## src/rtl/uic_pkg.sv

```systemverilog
// shared constants and carriers for the two-wire / clock-synchronous receive block
package uic_pkg;
    localparam logic [2:0] MODE_DISABLED = 3'h0;
    localparam logic [2:0] MODE_SYNC     = 3'h1;
    localparam logic [2:0] MODE_TWO_WIRE = 3'h2;
    localparam int         WORD_W        = 9;
    localparam logic [3:0] CNT_ZERO      = 4'h0;
    localparam logic [3:0] CNT_ONE       = 4'h1;
    localparam logic [3:0] SYNC_LAST_BIT = 4'h7;
    localparam logic [3:0] DATA_BITS     = 4'h8;
    localparam logic [3:0] ACK_BIT       = 4'h9;

    typedef struct packed {
        logic [2:0] serialModeField;
        logic       twoWireEnable;
        logic       interruptSourceSelect;
        logic       clockDelaySelect;
        logic       clockPolaritySelect;
        logic       conditionOutputSelect;
        logic       txEventSelect;
    } uic_cfg_t;

    typedef struct packed {
        logic rxRequest;
        logic txRequest;
        logic conditionEvent;
    } uic_evt_t;

    typedef logic [WORD_W-1:0] uic_word_t;
endpackage

```

## src/rtl/uic_receiver.sv

```systemverilog
// receive path, bus condition detection and line control of the serial channel
//
// Notes on behaviour
// - sync mode clocks from the serial clock pin; two-wire mode clocks from the rx pin
// - two-wire mode reports true pin levels; sync mode only the rx line level, and only when direction is input
// - data line starts at the port value latched while the mode field is disabled
// - clock line idles high without clock delay, low with clock delay and automatic condition output
// - rx request: ack detect with ack setting, else eighth-bit falling edge
// - tx request: ninth-bit rising edge, or following falling edge with clock delay
// - sync mode stores first received bit in b0, eighth in b7
// - two-wire ack setting stores first bit in b7, eighth in b0
// - rx setting: eighth-bit falling transfer puts bits one to seven in b6..b0, eighth in b8
// - rx setting with clock delay: ninth-bit rising transfer pushes a second word with bits in b7..b0, b8 clear
// - data falling while clock high is a start condition
// - data rising while clock high is a stop condition
// - one shared condition event; bus busy flag tells start from stop
// - with automatic condition output the event marks generation done, not detection
`timescale 1ns/10ps
module uic_receiver #(
    parameter int BUF_DEPTH = 2
) (
    input  wire logic             core_clk,
    input  wire logic             rst_n,
    input  wire uic_pkg::uic_cfg_t cfg,
    input  wire logic             portOutputData,
    input  wire logic             rxPinIsInput,
    input  wire logic             conditionDone,
    input  wire logic             serialClockPin,
    input  wire logic             serialRxPinIn,
    input  wire logic             serialTxPinIn,
    output logic                  serialTxPinOut,
    output logic                  serialTxPinOe,
    output logic                  serialRxPinOut,
    output logic                  serialRxPinOe,
    output logic                  rxLineLevel,
    output logic                  dataLineLevel,
    output uic_pkg::uic_evt_t     events,
    output logic                  busBusyFlag,
    output logic                  rxValid,
    output uic_pkg::uic_word_t    rxData,
    input  wire logic             rxReady,
    output logic                  rxBufFull
);
    if (BUF_DEPTH != 2) begin : g_chk
        $error("uic_receiver supports only a two-entry buffer");
    end

    // ------------------------------------------------------------
    // input synchronisers and filtered levels
    // ------------------------------------------------------------
    logic [2:0] clkSync, sclSync, sdaSync;
    logic       clkF, sclF, sdaF;
    logic       next_clkF, next_sclF, next_sdaF;

    always_ff @(posedge core_clk or negedge rst_n) begin
        if (!rst_n) begin
            clkSync <= 3'h7;
            sclSync <= 3'h7;
            sdaSync <= 3'h7;
            clkF    <= 1'b1;
            sclF    <= 1'b1;
            sdaF    <= 1'b1;
        end else begin
            clkSync <= {clkSync[1:0], serialClockPin};
            sclSync <= {sclSync[1:0], serialRxPinIn};
            sdaSync <= {sdaSync[1:0], serialTxPinIn};
            clkF    <= next_clkF;
            sclF    <= next_sclF;
            sdaF    <= next_sdaF;
        end
    end
    always_comb begin
        next_clkF = (clkSync[1] == clkSync[2]) ? clkSync[2] : clkF;
        next_sclF = (sclSync[1] == sclSync[2]) ? sclSync[2] : sclF;
        next_sdaF = (sdaSync[1] == sdaSync[2]) ? sdaSync[2] : sdaF;
    end
    logic clkRise, clkFall, sclRise, sclFall, sdaRise, sdaFall;
    assign clkRise = next_clkF & ~clkF;
    assign clkFall = ~next_clkF & clkF;
    assign sclRise = next_sclF & ~sclF;
    assign sclFall = ~next_sclF & sclF;
    assign sdaRise = next_sdaF & ~sdaF;
    assign sdaFall = ~next_sdaF & sdaF;
    logic i2cMode, syncMode, startDet, stopDet;
    assign i2cMode  = cfg.serialModeField == uic_pkg::MODE_TWO_WIRE && cfg.twoWireEnable;
    assign syncMode = cfg.serialModeField == uic_pkg::MODE_SYNC && !cfg.twoWireEnable;
    assign startDet = sdaFall && sclF && !sclFall;
    assign stopDet  = sdaRise && sclF && !sclFall;

    // ------------------------------------------------------------
    // bit sequencing, events and line control
    // ------------------------------------------------------------
    logic [3:0]         bitCnt, next_bitCnt;
    logic [7:0]         shReg, next_shReg;
    logic               active, next_active, sdaInit, next_sdaInit;
    logic               next_busy, next_txOut, next_txOe, next_sclOe;
    logic               next_rxLevel, next_dataLevel, pushReq, sample;
    uic_pkg::uic_evt_t  next_evt;
    uic_pkg::uic_word_t pushWord;
    always_comb begin
        next_bitCnt  = bitCnt;
        next_shReg   = shReg;
        next_active  = active;
        next_busy    = busBusyFlag;
        next_sdaInit = sdaInit;
        next_evt     = '0;
        pushReq      = 1'b0;
        pushWord     = '0;
        sample       = 1'b0;
        if (cfg.serialModeField == uic_pkg::MODE_DISABLED) begin
            next_sdaInit = portOutputData;
        end
        if (startDet) begin
            next_busy = 1'b1;
        end else if (stopDet) begin
            next_busy = 1'b0;
        end
        next_evt.conditionEvent = cfg.conditionOutputSelect ? conditionDone
                                                            : (startDet | stopDet);
        if (i2cMode) begin
            if (startDet) begin
                next_active = 1'b1;
                next_bitCnt = uic_pkg::CNT_ZERO;
            end else if (stopDet) begin
                next_active = 1'b0;
                next_bitCnt = uic_pkg::CNT_ZERO;
            end else if (active && sclRise) begin
                if (bitCnt < uic_pkg::DATA_BITS) begin
                    next_shReg = {shReg[6:0], sdaF};
                end
                if (bitCnt != uic_pkg::ACK_BIT) begin
                    next_bitCnt = bitCnt + uic_pkg::CNT_ONE;
                end
                if (bitCnt == uic_pkg::DATA_BITS) begin
                    if (!cfg.interruptSourceSelect) begin
                        pushReq            = 1'b1;
                        pushWord           = {1'b0, shReg};
                        next_evt.rxRequest = ~sdaF;
                    end else if (cfg.clockDelaySelect) begin
                        pushReq  = 1'b1;
                        pushWord = {1'b0, shReg};
                    end
                    next_evt.txRequest = ~cfg.clockDelaySelect;
                end
            end else if (active && sclFall) begin
                if (bitCnt == uic_pkg::DATA_BITS && cfg.interruptSourceSelect) begin
                    pushReq            = 1'b1;
                    pushWord           = {shReg[0], 1'b0, shReg[7:1]};
                    next_evt.rxRequest = 1'b1;
                end
                if (bitCnt == uic_pkg::ACK_BIT) begin
                    next_evt.txRequest = cfg.clockDelaySelect;
                    next_bitCnt        = uic_pkg::CNT_ZERO;
                end
            end
        end else if (syncMode) begin
            sample = cfg.clockPolaritySelect ? clkFall : clkRise;
            if (sample) begin
                next_shReg  = {sclF, shReg[7:1]};
                next_bitCnt = bitCnt + uic_pkg::CNT_ONE;
                if (bitCnt == uic_pkg::CNT_ZERO && !cfg.txEventSelect) begin
                    next_evt.txRequest = 1'b1;
                end
                if (bitCnt == uic_pkg::SYNC_LAST_BIT) begin
                    pushReq            = 1'b1;
                    pushWord           = {1'b0, sclF, shReg[7:1]};
                    next_evt.rxRequest = 1'b1;
                    next_evt.txRequest = cfg.txEventSelect;
                    next_bitCnt        = uic_pkg::CNT_ZERO;
                end
            end
        end else begin
            next_active = 1'b0;
            next_bitCnt = uic_pkg::CNT_ZERO;
        end
        next_rxLevel   = (i2cMode || rxPinIsInput) ? sclF : 1'b0;
        next_dataLevel = i2cMode ? sdaF : 1'b0;
        next_txOut     = syncMode ? ~cfg.clockPolaritySelect : 1'b0;
        next_txOe      = syncMode || (i2cMode && !sdaInit);
        // the far master owns the clock except between transfers when clock delay is set and this side generates the conditions
        next_sclOe     = i2cMode && cfg.clockDelaySelect && cfg.conditionOutputSelect
                         && next_bitCnt == uic_pkg::CNT_ZERO;
    end
    always_ff @(posedge core_clk or negedge rst_n) begin
        if (!rst_n) begin
            bitCnt         <= '0;
            shReg          <= '0;
            active         <= 1'b0;
            sdaInit        <= 1'b1;
            busBusyFlag    <= 1'b0;
            events         <= '0;
            rxLineLevel    <= 1'b0;
            dataLineLevel  <= 1'b0;
            serialTxPinOut <= 1'b0;
            serialTxPinOe  <= 1'b0;
            serialRxPinOut <= 1'b0;
            serialRxPinOe  <= 1'b0;
        end else begin
            bitCnt         <= next_bitCnt;
            shReg          <= next_shReg;
            active         <= next_active;
            sdaInit        <= next_sdaInit;
            busBusyFlag    <= next_busy;
            events         <= next_evt;
            rxLineLevel    <= next_rxLevel;
            dataLineLevel  <= next_dataLevel;
            serialTxPinOut <= next_txOut;
            serialTxPinOe  <= next_txOe;
            serialRxPinOut <= 1'b0;
            serialRxPinOe  <= next_sclOe;
        end
    end

    // ------------------------------------------------------------
    // two-entry receive buffer, head register drives the outputs
    // ------------------------------------------------------------
    uic_pkg::uic_word_t tailData, next_headData, next_tailData;
    logic               tailValid, next_headValid, next_tailValid;
    always_comb begin
        next_headValid = rxValid;
        next_headData  = rxData;
        next_tailValid = tailValid;
        next_tailData  = tailData;
        if (rxValid && rxReady) begin
            next_headValid = tailValid;
            next_headData  = tailData;
            next_tailValid = 1'b0;
        end
        if (pushReq && !tailValid) begin
            if (!next_headValid) begin
                next_headValid = 1'b1;
                next_headData  = pushWord;
            end else begin
                next_tailValid = 1'b1;
                next_tailData  = pushWord;
            end
        end
    end
    always_ff @(posedge core_clk or negedge rst_n) begin
        if (!rst_n) begin
            rxValid   <= 1'b0;
            rxData    <= '0;
            tailValid <= 1'b0;
            tailData  <= '0;
            rxBufFull <= 1'b0;
        end else begin
            rxValid   <= next_headValid;
            rxData    <= next_headData;
            tailValid <= next_tailValid;
            tailData  <= next_tailData;
            rxBufFull <= next_tailValid;
        end
    end
endmodule

```

## config.mk

```make
export PLATFORM = sky130hd
export DESIGN_NAME = uic_receiver
export DESIGN_NICKNAME = d
export VERILOG_FILES = /design/src/rtl/uic_pkg.sv /design/src/rtl/uic_receiver.sv
export SDC_FILE = /design/constraint.sdc
export NUM_CORES = 1
export LEC_CHECK = 0
export ABC_AREA = 1
export BUFFER_PORTS_ARGS = -buffer_cell sky130_fd_sc_hd__buf_2
export CORE_UTILIZATION = 55
export CTS_BUF_LIST = sky130_fd_sc_hd__clkbuf_4
export DETAILED_ROUTE_END_ITERATION = 12
export MAX_ROUTING_LAYER = met4
export PLACE_DENSITY = 0.77
export SKIP_CTS_REPAIR_TIMING = 1
export SLEW_MARGIN = 15
export SYNTH_ARGS = -nofsm -noshare
export SYNTH_HDL_FRONTEND = slang
export SYNTH_SLANG_ARGS = --single-unit
```

## constraint.sdc

```tcl
create_clock -name core_clk -period 3.46 [get_ports core_clk]
set_clock_uncertainty 0.2 [all_clocks]
set_input_delay 0.346 -clock core_clk [delete_from_list [all_inputs] [get_ports core_clk]]
set_output_delay 0.346 -clock core_clk [all_outputs]
set_load 0.01 [all_outputs]
```

# After elaboration in Yosys (flattened, before gate mapping)
# Index checks and enable logic that the tools add are counted.
# totals
register_bits,55
# op_classes
n_eq_ne,15
add_sub_neg,1
bitwise_logic,15
order_cmp,1
reduce_logical,32
muxes,73
# ops
operator,n
two-way mux 8 bit,13
two-way mux 9 bit,9
two-way mux 4 bit,10
two-way mux 1 bit,32
two-way mux 2 bit,9
logical AND 1 bit,16
equality test 4 bit (second input constant),2
logical NOT 4 bit,2
NOT 1 bit,8
bitwise AND 1 bit,6
!= test 2 bit (second input constant),3
AND reduction 6 bit,1
nonzero test 2 bit,3
logical NOT 1 bit,5
adder 4 x 1 -> 4 bit (second input constant),1
equality test 4 x 3 -> 1 bit (second input constant),1
< comparator 4 bit (second input constant),1
!= test 2 x 1 -> 1 bit (second input constant),2
!= test 4 bit (second input constant),1
AND reduction 2 bit,2
equality test 1 bit,3
equality test 3 x 1 -> 1 bit (second input constant),1
equality test 3 x 2 -> 1 bit (second input constant),1
logical NOT 3 bit,1
3 further kinds,4

# Logic depth before layout (Yosys ltp)
# Gate-level depths: netlist (run 1).
# depth
word_depth,12
mapped_depth,12
mapped_depth_nobuf,12

# Least setup slack after synthesis (run 1)
# OpenSTA, ideal clock, no wires.
# synth_path
kind,reg2reg
startpoint,register bitCnt[0]
endpoint,register tailData[8]
synth_period_minus_slack_ns,1.857
n_path_buf,0
slack_ns,1.603
path_stages_with_launch,13
t_arrival_ns,1.592
path_cell_list,dfrtp_1 inv_1 ha_1 nand3_1 nor2_1 nand2_2 nand2_2 nand2_2 nand2_4 nand3_4 nor2_8 nand2_1 nand2_1
# synth_via
elab_chain_len,10
word_cells_on_any_way,21
classes_between,eq/ne: 2; mux: 16; reduce/logical: 3
# synth_rtl
item,line,rtl
"start, declared",uic_receiver.sv:93,"logic [3:0] bitCnt, next_bitCnt;"
"start signal, assigned",uic_receiver.sv:199,bitCnt <= next_bitCnt;
equality test 4 bit,"uic_receiver.sv:134, uic_receiver.sv:146",
logical AND 1 bit,uic_receiver.sv:146,if (bitCnt == uic_pkg::DATA_BITS && cfg.interruptSourceSelect) begin
two-way mux 1 bit,uic_receiver.sv:146,
two-way mux 1 bit,uic_receiver.sv:145,end else if (active && sclFall) begin
two-way mux 1 bit,uic_receiver.sv:127,end else if (active && sclRise) begin
two-way mux 1 bit,uic_receiver.sv:124,end else if (stopDet) begin
two-way mux 1 bit,uic_receiver.sv:121,if (startDet) begin
two-way mux 1 bit,uic_receiver.sv:120,if (i2cMode) begin
logical AND 1 bit,uic_receiver.sv:229,if (pushReq && !tailValid) begin
AND reduction 2 bit (no line),--,
"end signal, assigned",uic_receiver.sv:250,tailData <= next_tailData;
"end, declared",uic_receiver.sv:217,"uic_pkg::uic_word_t tailData, next_headData, next_tailData;"
# Parallel ways exist; a longest one is shown, timed or not.
# A chain may end at the register's enable or synchronous reset.

# Worst setup path in the final report (run 1)
# layout_path
startpoint,register bitCnt[0]
endpoint,register tailData[4]
# Same word-level chain as after synthesis.

==> impl_metrics.yaml, run 1 <==
synth:
  yosys-top-cells-count: "nand2_1 (105), dfrtp_1 (42), o21ai_0 (40), inv_1 (39), nor2_1 (30)"
  yosysWarnings: 0
  syn-num-nets: 386
  synth-main-ff-cell: "dfrtp_1"
  ys_seq_area_share_pct: 47.20
  synth_cells: 364
  synthTopCellsByArea: "dfrtp_1 (36%), nand2_1 (13%), dfstp_2 (12%), o21ai_0 (6.8%), inv_1 (5.0%)"
  synth.distinct_cells: 34
  synth_top_cell_by_area: "dfrtp_1"
  synth-seq-cells: 55
  synth_edf_count: 0
  yosysMostFrequentCell: "nand2_1"
  synthesis.area_um2: 2950
  avgSynthCellArea_um2: 8.105
  ys_async_sr_fraction_pct: 100.0
  synth_top_area_share_pct: 35.62
finish:
  layout-area-overhead-vs-synth_pct: 14.08
  layout.nets: 431
  drive_above_1_share_pct: 21.95
  multi_input_area_um2: 1348
  regArea_um2: 1393
  fillers: 468
  antenna_cells: 0
sta:
  tns_ns: 0
  relSlewSlack_pct: 57.85
  max_freq_mhz: 421.5
  min_period_ns: 2.372
  hold_violations: 0
  worstMarginPinSlew_ns: 0.6307
  post-route-period-util_pct: 68.56
  timing.hold.ws_ns: 0.01815
  setup_viol: 0
  rsz0062_at_grt: "false"
  maxSlewViolCount: 0
hold_path:
  hold_depth: 3
  hp-start: "rxPinIsInput"
  hold_end: "rxLineLevel$_DFF_PN0_"
  min-delay-path-class: "in2reg"
floorplan:
  core_region_area_um2: 5140
  chipHeight_um: 75.24
  ios: 39
  rows: 26
  die_area_um2: 5661
  die_width_um: 75.24
  start_util_pct: 57.40
clock_tree:
  cts_tree: "built"
  path_clk_slew_ns: 0.16
  clockBufferDepth: 2
  clock_sinks: 55
  cts_max_level: 2
  clk_latency_ns: 0.39
  numCtsBuffers: 5
  clockRootBuffer: "clkbuf_4"
global_routing:
  grt_pass1_vias: 2226
  grt_max_degree: 51
  antenna_found_initial: 0
  track_usage_pct: 25.23
  grt_first_pass_wirelength_um: 10250
  grt_overflow: 0
critical_path:
  r2r_end: "tailData[4]$_DFFE_PN0P_"
  worstSetupStartpointType: "flop"
  cp-startpoint: "bitCnt[0]$_DFF_PN0_"
  cp-end-kind: "flop"
  r2r_setup_slack_ns: 1.09
  worstPathMaxFanout: 11
  worstSetupPathType: "reg2reg"
  timing.rr.start: "bitCnt[0]$_DFF_PN0_"
  crit_arrival_ns: 2.47
  cp.required_ns: 3.56
  r2r_cells: 8
power_and_ir_drop:
  seq_power_share_pct: 55.0
  p_leak_uw: 0.001824
  internal_power_uw: 966.6
  power.share.clock_pct: 33.3
  p_switching_uw: 324.8
  p_sw_share_pct: 25.15
  power_frac_comb_pct: 11.8
  ir_drop_mv: 0.2277
  power_density_nw_per_um2: 383.7
routing:
  drt_iter0_drc: 176
  antenna_left: 0
  dr.pass1.iters: 5
  viasPerCell: 5.313
  dr_total_vias: 2550
  wl_per_cell_um: 13.00
  drt_wl_total_um: 6238
  drcViolationCount: 0
placed_design:
  dp_hpwl_um: 4366
  io_buffer_count: 37
  globalplace.congestion: 0.8821
job:
  max_cap_violations: 0
status:
  outcome: "finished, final reports clean"
[worst max-delay path: stages, from the launching register on]
cell,delay (ns)
dfrtp_1,0.50
ha_1,0.21
nand2_1,0.07
nor2_1,0.18
nand3_1,0.29
nand2_1,0.28
nand4_2,0.31
nand2_1,0.17
nand2_1,0.06
[final cells by class]
type	count	share of cell area [%]
clock inverter	3	2.007
clock buffer	5	1.115
inverter	40	4.461
tap	70	2.602
sequential	55	41.38
multi-input combinational	260	40.04
timing repair buffer	47	8.401
[per-stage QoR]
step           setup WS [ns]  cell area (µm²)  total power, µW  util (%)  std cells
6_report               1.088             3366             1291     65.48        480
5_1_grt               0.8934             3366             1342     65.48        480
4_1_cts                1.094             3283             1286     63.88        472
3_5_place_dp          0.9755             3178            865.9     61.83        464
3_3_place_gp           1.002             3178            860.8     61.83        464
2_1_floorplan          1.603             2950            807.8         -        364
[cells by family (layout without fill, tap and decap cells)]
kind of cell | count (synthesis) | in the layout | share of synthesized area (%)
AO/OA/AOI/OAI | 62 | 62 | 11.58
adder cells (fa/ha/maj) | 4 | 4 | 1.696
buffers and inverters | 49 | 95 | 7.124
flip-flops | 55 | 55 | 47.20
multiplexers | 10 | 10 | 3.817
other | 1 | 1 | 0.1271
AND/OR/NAND/NOR | 183 | 183 | 28.46
[sequential cells by signal, indices dropped and copies added, names as in the netlist]
register,cells
sdaF,1
bitCnt,4
sdaInit,1
rxData,9
active,1
dataLineLevel,1
rxValid,1
tailValid,1
serialRxPinOe,1
serialTxPinOe,1
sclF,1
sdaSync,3
clkF,1
events,3
sclSync,3
tailData,9
rxLineLevel,1
serialTxPinOut,1
clkSync,3
busBusyFlag,1
shReg,8
[worst max-delay path by stage]
stage,slack (ns),endpoint,cells after the start
after floorplan,1.60,tailData[8]$_DFFE_PN0P_,12
after global routing,0.89,tailData[7]$_DFFE_PN0P_,8
final,1.09,tailData[4]$_DFFE_PN0P_,8
after CTS,1.09,tailData[4]$_DFFE_PN0P_,8
after global placement,1.00,rxData[8]$_DFF_PN0_,8
after detailed placement,0.98,tailData[8]$_DFFE_PN0P_,8
[layer usage]
layer,up-vias,part of all wire (%),global-route usage (%),routed length (µm)
met5,-,0,-,0
met4,0,1.5,8.436,95
met3,9,5.3,4.418,331
met2,95,46,37.64,2870
met1,1180,47,35.04,2941
li1,1266,-,-,-
[layout by cell type (no fill, tap or decap), drive strengths merged, types with 3 or more instances in the layout]
cell type / count
buf: 39
nor3: 4
mux2: 10
nand3b: 3
o21ai: 41
dlygate4sd3: 8
inv: 40
dfstp: 13
ha: 4
dfrtp: 42
nand2: 110
nor2: 35
nand3: 24
a21oi: 16
clkbuf: 5
nand4: 6
[power groups by stage]
stage | clock (µW) | combinational (µW) | sequential [µW]
2_1_floorplan | 0 | 87.5 | 720
3_3_place_gp | 0 | 142 | 719
3_5_place_dp | 0 | 145 | 721
4_1_cts | 431 | 145 | 710
5_1_grt | 453 | 175 | 715
6_report | 430 | 152 | 710
(Power assumes the default switching activity.)
==> inputs of run 2 (changes only) <==
ABC_AREA = 0   (was 1)
CORE_UTILIZATION = 53   (was 55)
PLACE_DENSITY = 0.78   (was 0.77)
clock period = 2.04 ns   (was 3.46 ns; I/O delays follow)
==> impl_metrics.yaml, run 2 <==
status:
  outcome: "complete, but fails checks"
  violations: "negative setup slack"
floorplan:
  chipHeight_um: 73.77
  die_area_um2: 5442
  ios: 39
  rows: 25
  die_width_um: 73.77
  start_util_pct: 56.31
  core_region_area_um2: 4848
hold_path:
  hold_depth: 4
  min-delay-path-class: "in2reg"
  hold_end: "rxValid$_DFF_PN0_"
  hp-start: "rxReady"
global_routing:
  met3_usage_pct: 4.527
  met1_usage_pct: 33.99
  track_usage_pct: 25.95
  grt_most_used_layer: "met2"
  grt_first_pass_wirelength_um: 10320
  use_met2_pct: 41.39
  grt_max_degree: 38
  grt_overflow: 0
  grt_pass1_vias: 2205
  antenna_found_initial: 0
synth:
  synth.distinct_cells: 57
  yosys-top-cells-count: "dfrtp_1 (42), mux2i_1 (36), nand2_1 (25), o21ai_0 (16)"
  synth_cells: 245
  ys_async_sr_fraction_pct: 100.0
  synth_top_area_share_pct: 38.50
  synthTopCellsByArea: "dfrtp_1 (38%), mux2i_1 (13%), dfstp_2 (13%), nand2_1 (3.4%), o21ai_0 (2.9%)"
  synth-main-ff-cell: "dfrtp_1"
  syn-num-nets: 267
  ys_seq_area_share_pct: 51.01
  synth_edf_count: 0
  yosysWarnings: 0
  yosysMostFrequentCell: "dfrtp_1"
  synthesis.area_um2: 2730
  synth_top_cell_by_area: "dfrtp_1"
  avgSynthCellArea_um2: 11.14
  synth-seq-cells: 55
critical_path:
  path_cells: "inv_2 > ha_4 > and3b_2 > nand2_2 > or4b_4 > a2111oi_4 > buf_6 > mux2i_1"
  r2r_setup_slack_ns: -0.44
  worstSetupStartpointType: "flop"
  worstPathMaxFanout: 6
  cp_slowest_stage_delay_ns: 0.56
  cp.required_ns: 2.15
  worstSetupPathType: "reg2reg"
  crit_arrival_ns: 2.58
  cp_top_family: "simple AND/OR/NAND/NOR gates"
  crit_slowest_cell: "or4b_4"
  cp-end-kind: "flop"
  timing.rr.start: "bitCnt[1]$_DFF_PN0_"
  r2r_cells: 8
  crit_buf_inv: 2
  r2r_end: "tailData[6]$_DFFE_PN0P_"
sta:
  timing.hold.ws_ns: 0.07927
  rsz0062_at_grt: "true"
  worstMarginPinSlew_ns: 0.5815
  hold_violations: 0
  max_freq_mhz: 404.0
  post-route-period-util_pct: 121.3
  relSlewSlack_pct: 61.13
  setup_viol: 29
  min_period_ns: 2.475
  timing.final.ws_setup_ns: -0.4350
  maxSlewViolCount: 0
  tns_ns: -8.308
routing:
  drt_iter0_drc: 140
  antenna_left: 0
  dr_total_vias: 2322
  wl_per_cell_um: 17.02
  dr.pass1.iters: 4
  drcViolationCount: 0
  viasPerCell: 5.677
  drt_wl_total_um: 6960
power_and_ir_drop:
  p_leak_uw: 0.001727
  power_density_nw_per_um2: 509.5
  power_frac_comb_pct: 11.4
  p_switching_uw: 470.0
  p_sw_share_pct: 24.94
  ir_drop_mv: 0.4500
  power_uw: 1884
  power.share.clock_pct: 26.9
  seq_power_share_pct: 61.7
  internal_power_uw: 1414
clock_tree:
  path_clk_slew_ns: 0.15
  clk_latency_ns: 0.38
  cts_max_level: 2
  numCtsBuffers: 5
  clockRootBuffer: "clkbuf_4"
  cts_tree: "built"
  clockBufferDepth: 2
  clock_sinks: 55
job:
  max_cap_violations: 0
finish:
  layout-area-overhead-vs-synth_pct: 35.47
  layout.nets: 363
  fin_cells: 409
  final_cell_mix: "buf_4 (44), dfrtp_1 (42), buf_2 (37)"
  antenna_cells: 0
  finish.utilization_pct: 76.28
  drive_above_1_share_pct: 41.52
  reg.largest.list: "rxData: 9 flops, tailData: 9 flops, shReg: 8 flops"
  final_common_cell: "buf_4"
placed_design:
  io_buffer_count: 37
  globalplace.congestion: 0.8656
  dp_hpwl_um: 4625
  post-place-cells: 388
==> run 2: kinds of logic (layout without fill, tap and decap cells) <==
group | count (synthesis) | count (layout) | share of synthesized area [%]
simple gates | 69 | 69 | 14.35
compound gates | 55 | 55 | 14.67
flops | 55 | 55 | 51.01
mux | 37 | 37 | 13.61
buf+inv | 21 | 118 | 3.391
fa+ha+maj | 5 | 5 | 2.200
xor+xnor | 2 | 2 | 0.6417
other cells | 1 | 1 | 0.1374
==> run 2: final cells by class <==
| cell class | count | area [µm²] |
|---|---|---|
| clock inverter | 1 | 8.758 |
| sequential | 55 | 1393 |
| tap | 67 | 83.83 |
| inverter | 13 | 48.80 |
| multi-input combinational | 169 | 1398 |
| fill | 334 | 1150 |
| clock buffer | 7 | 52.55 |
| timing repair buffer | 97 | 714.4 |
==> run 2: per-layer routing <==
metal	share of wire, %	vias to the layer above
met5	0	-
met4	1.7	0
met3	4.2	12
met2	50	60
met1	44	1160
li1	-	1090
==> run 2: through the flow <==
stage	area [µm²]	setup slack, ns
6_report	3699	-0.4350
5_1_grt	3699	-0.5474
4_1_cts	3427	-0.4991
3_5_place_dp	3366	-0.4560
3_3_place_gp	3366	-0.4199
2_1_floorplan	2775	-0.4530
==> run 2: power by group through the flow <==
stage	Combinational, µW	Clock [µW]	Sequential (µW)
global placement	175	0	1180
CTS	181	527	1160
finish	215	506	1160
detailed placement	180	0	1180
global route	234	562	1170
floorplan	62.9	0	1180
==> run 2: worst max-delay path by stage <==
stage	startpoint	end	slack [ns]	depth (start not counted)
3_3_place_gp	bitCnt[1]$_DFF_PN0_	rxData[6]$_DFF_PN0_	-0.42	8
5_1_grt	bitCnt[1]$_DFF_PN0_	rxData[0]$_DFF_PN0_	-0.55	8
6_report	bitCnt[1]$_DFF_PN0_	tailData[6]$_DFFE_PN0P_	-0.44	8
4_1_cts	bitCnt[1]$_DFF_PN0_	rxData[2]$_DFF_PN0_	-0.50	8
3_5_place_dp	bitCnt[1]$_DFF_PN0_	rxData[0]$_DFF_PN0_	-0.46	8
2_1_floorplan	bitCnt[0]$_DFF_PN0_	tailData[0]$_DFFE_PN0P_	-0.45	7
==> run 2: worst reg2reg max path, stage by stage (launching register included) <==
cell and delay [ns]:
dfrtp_1 0.42, inv_2 0.08, ha_4 0.13, and3b_2 0.21
nand2_2 0.06, or4b_4 0.56, a2111oi_4 0.34, buf_6 0.19
mux2i_1 0.20
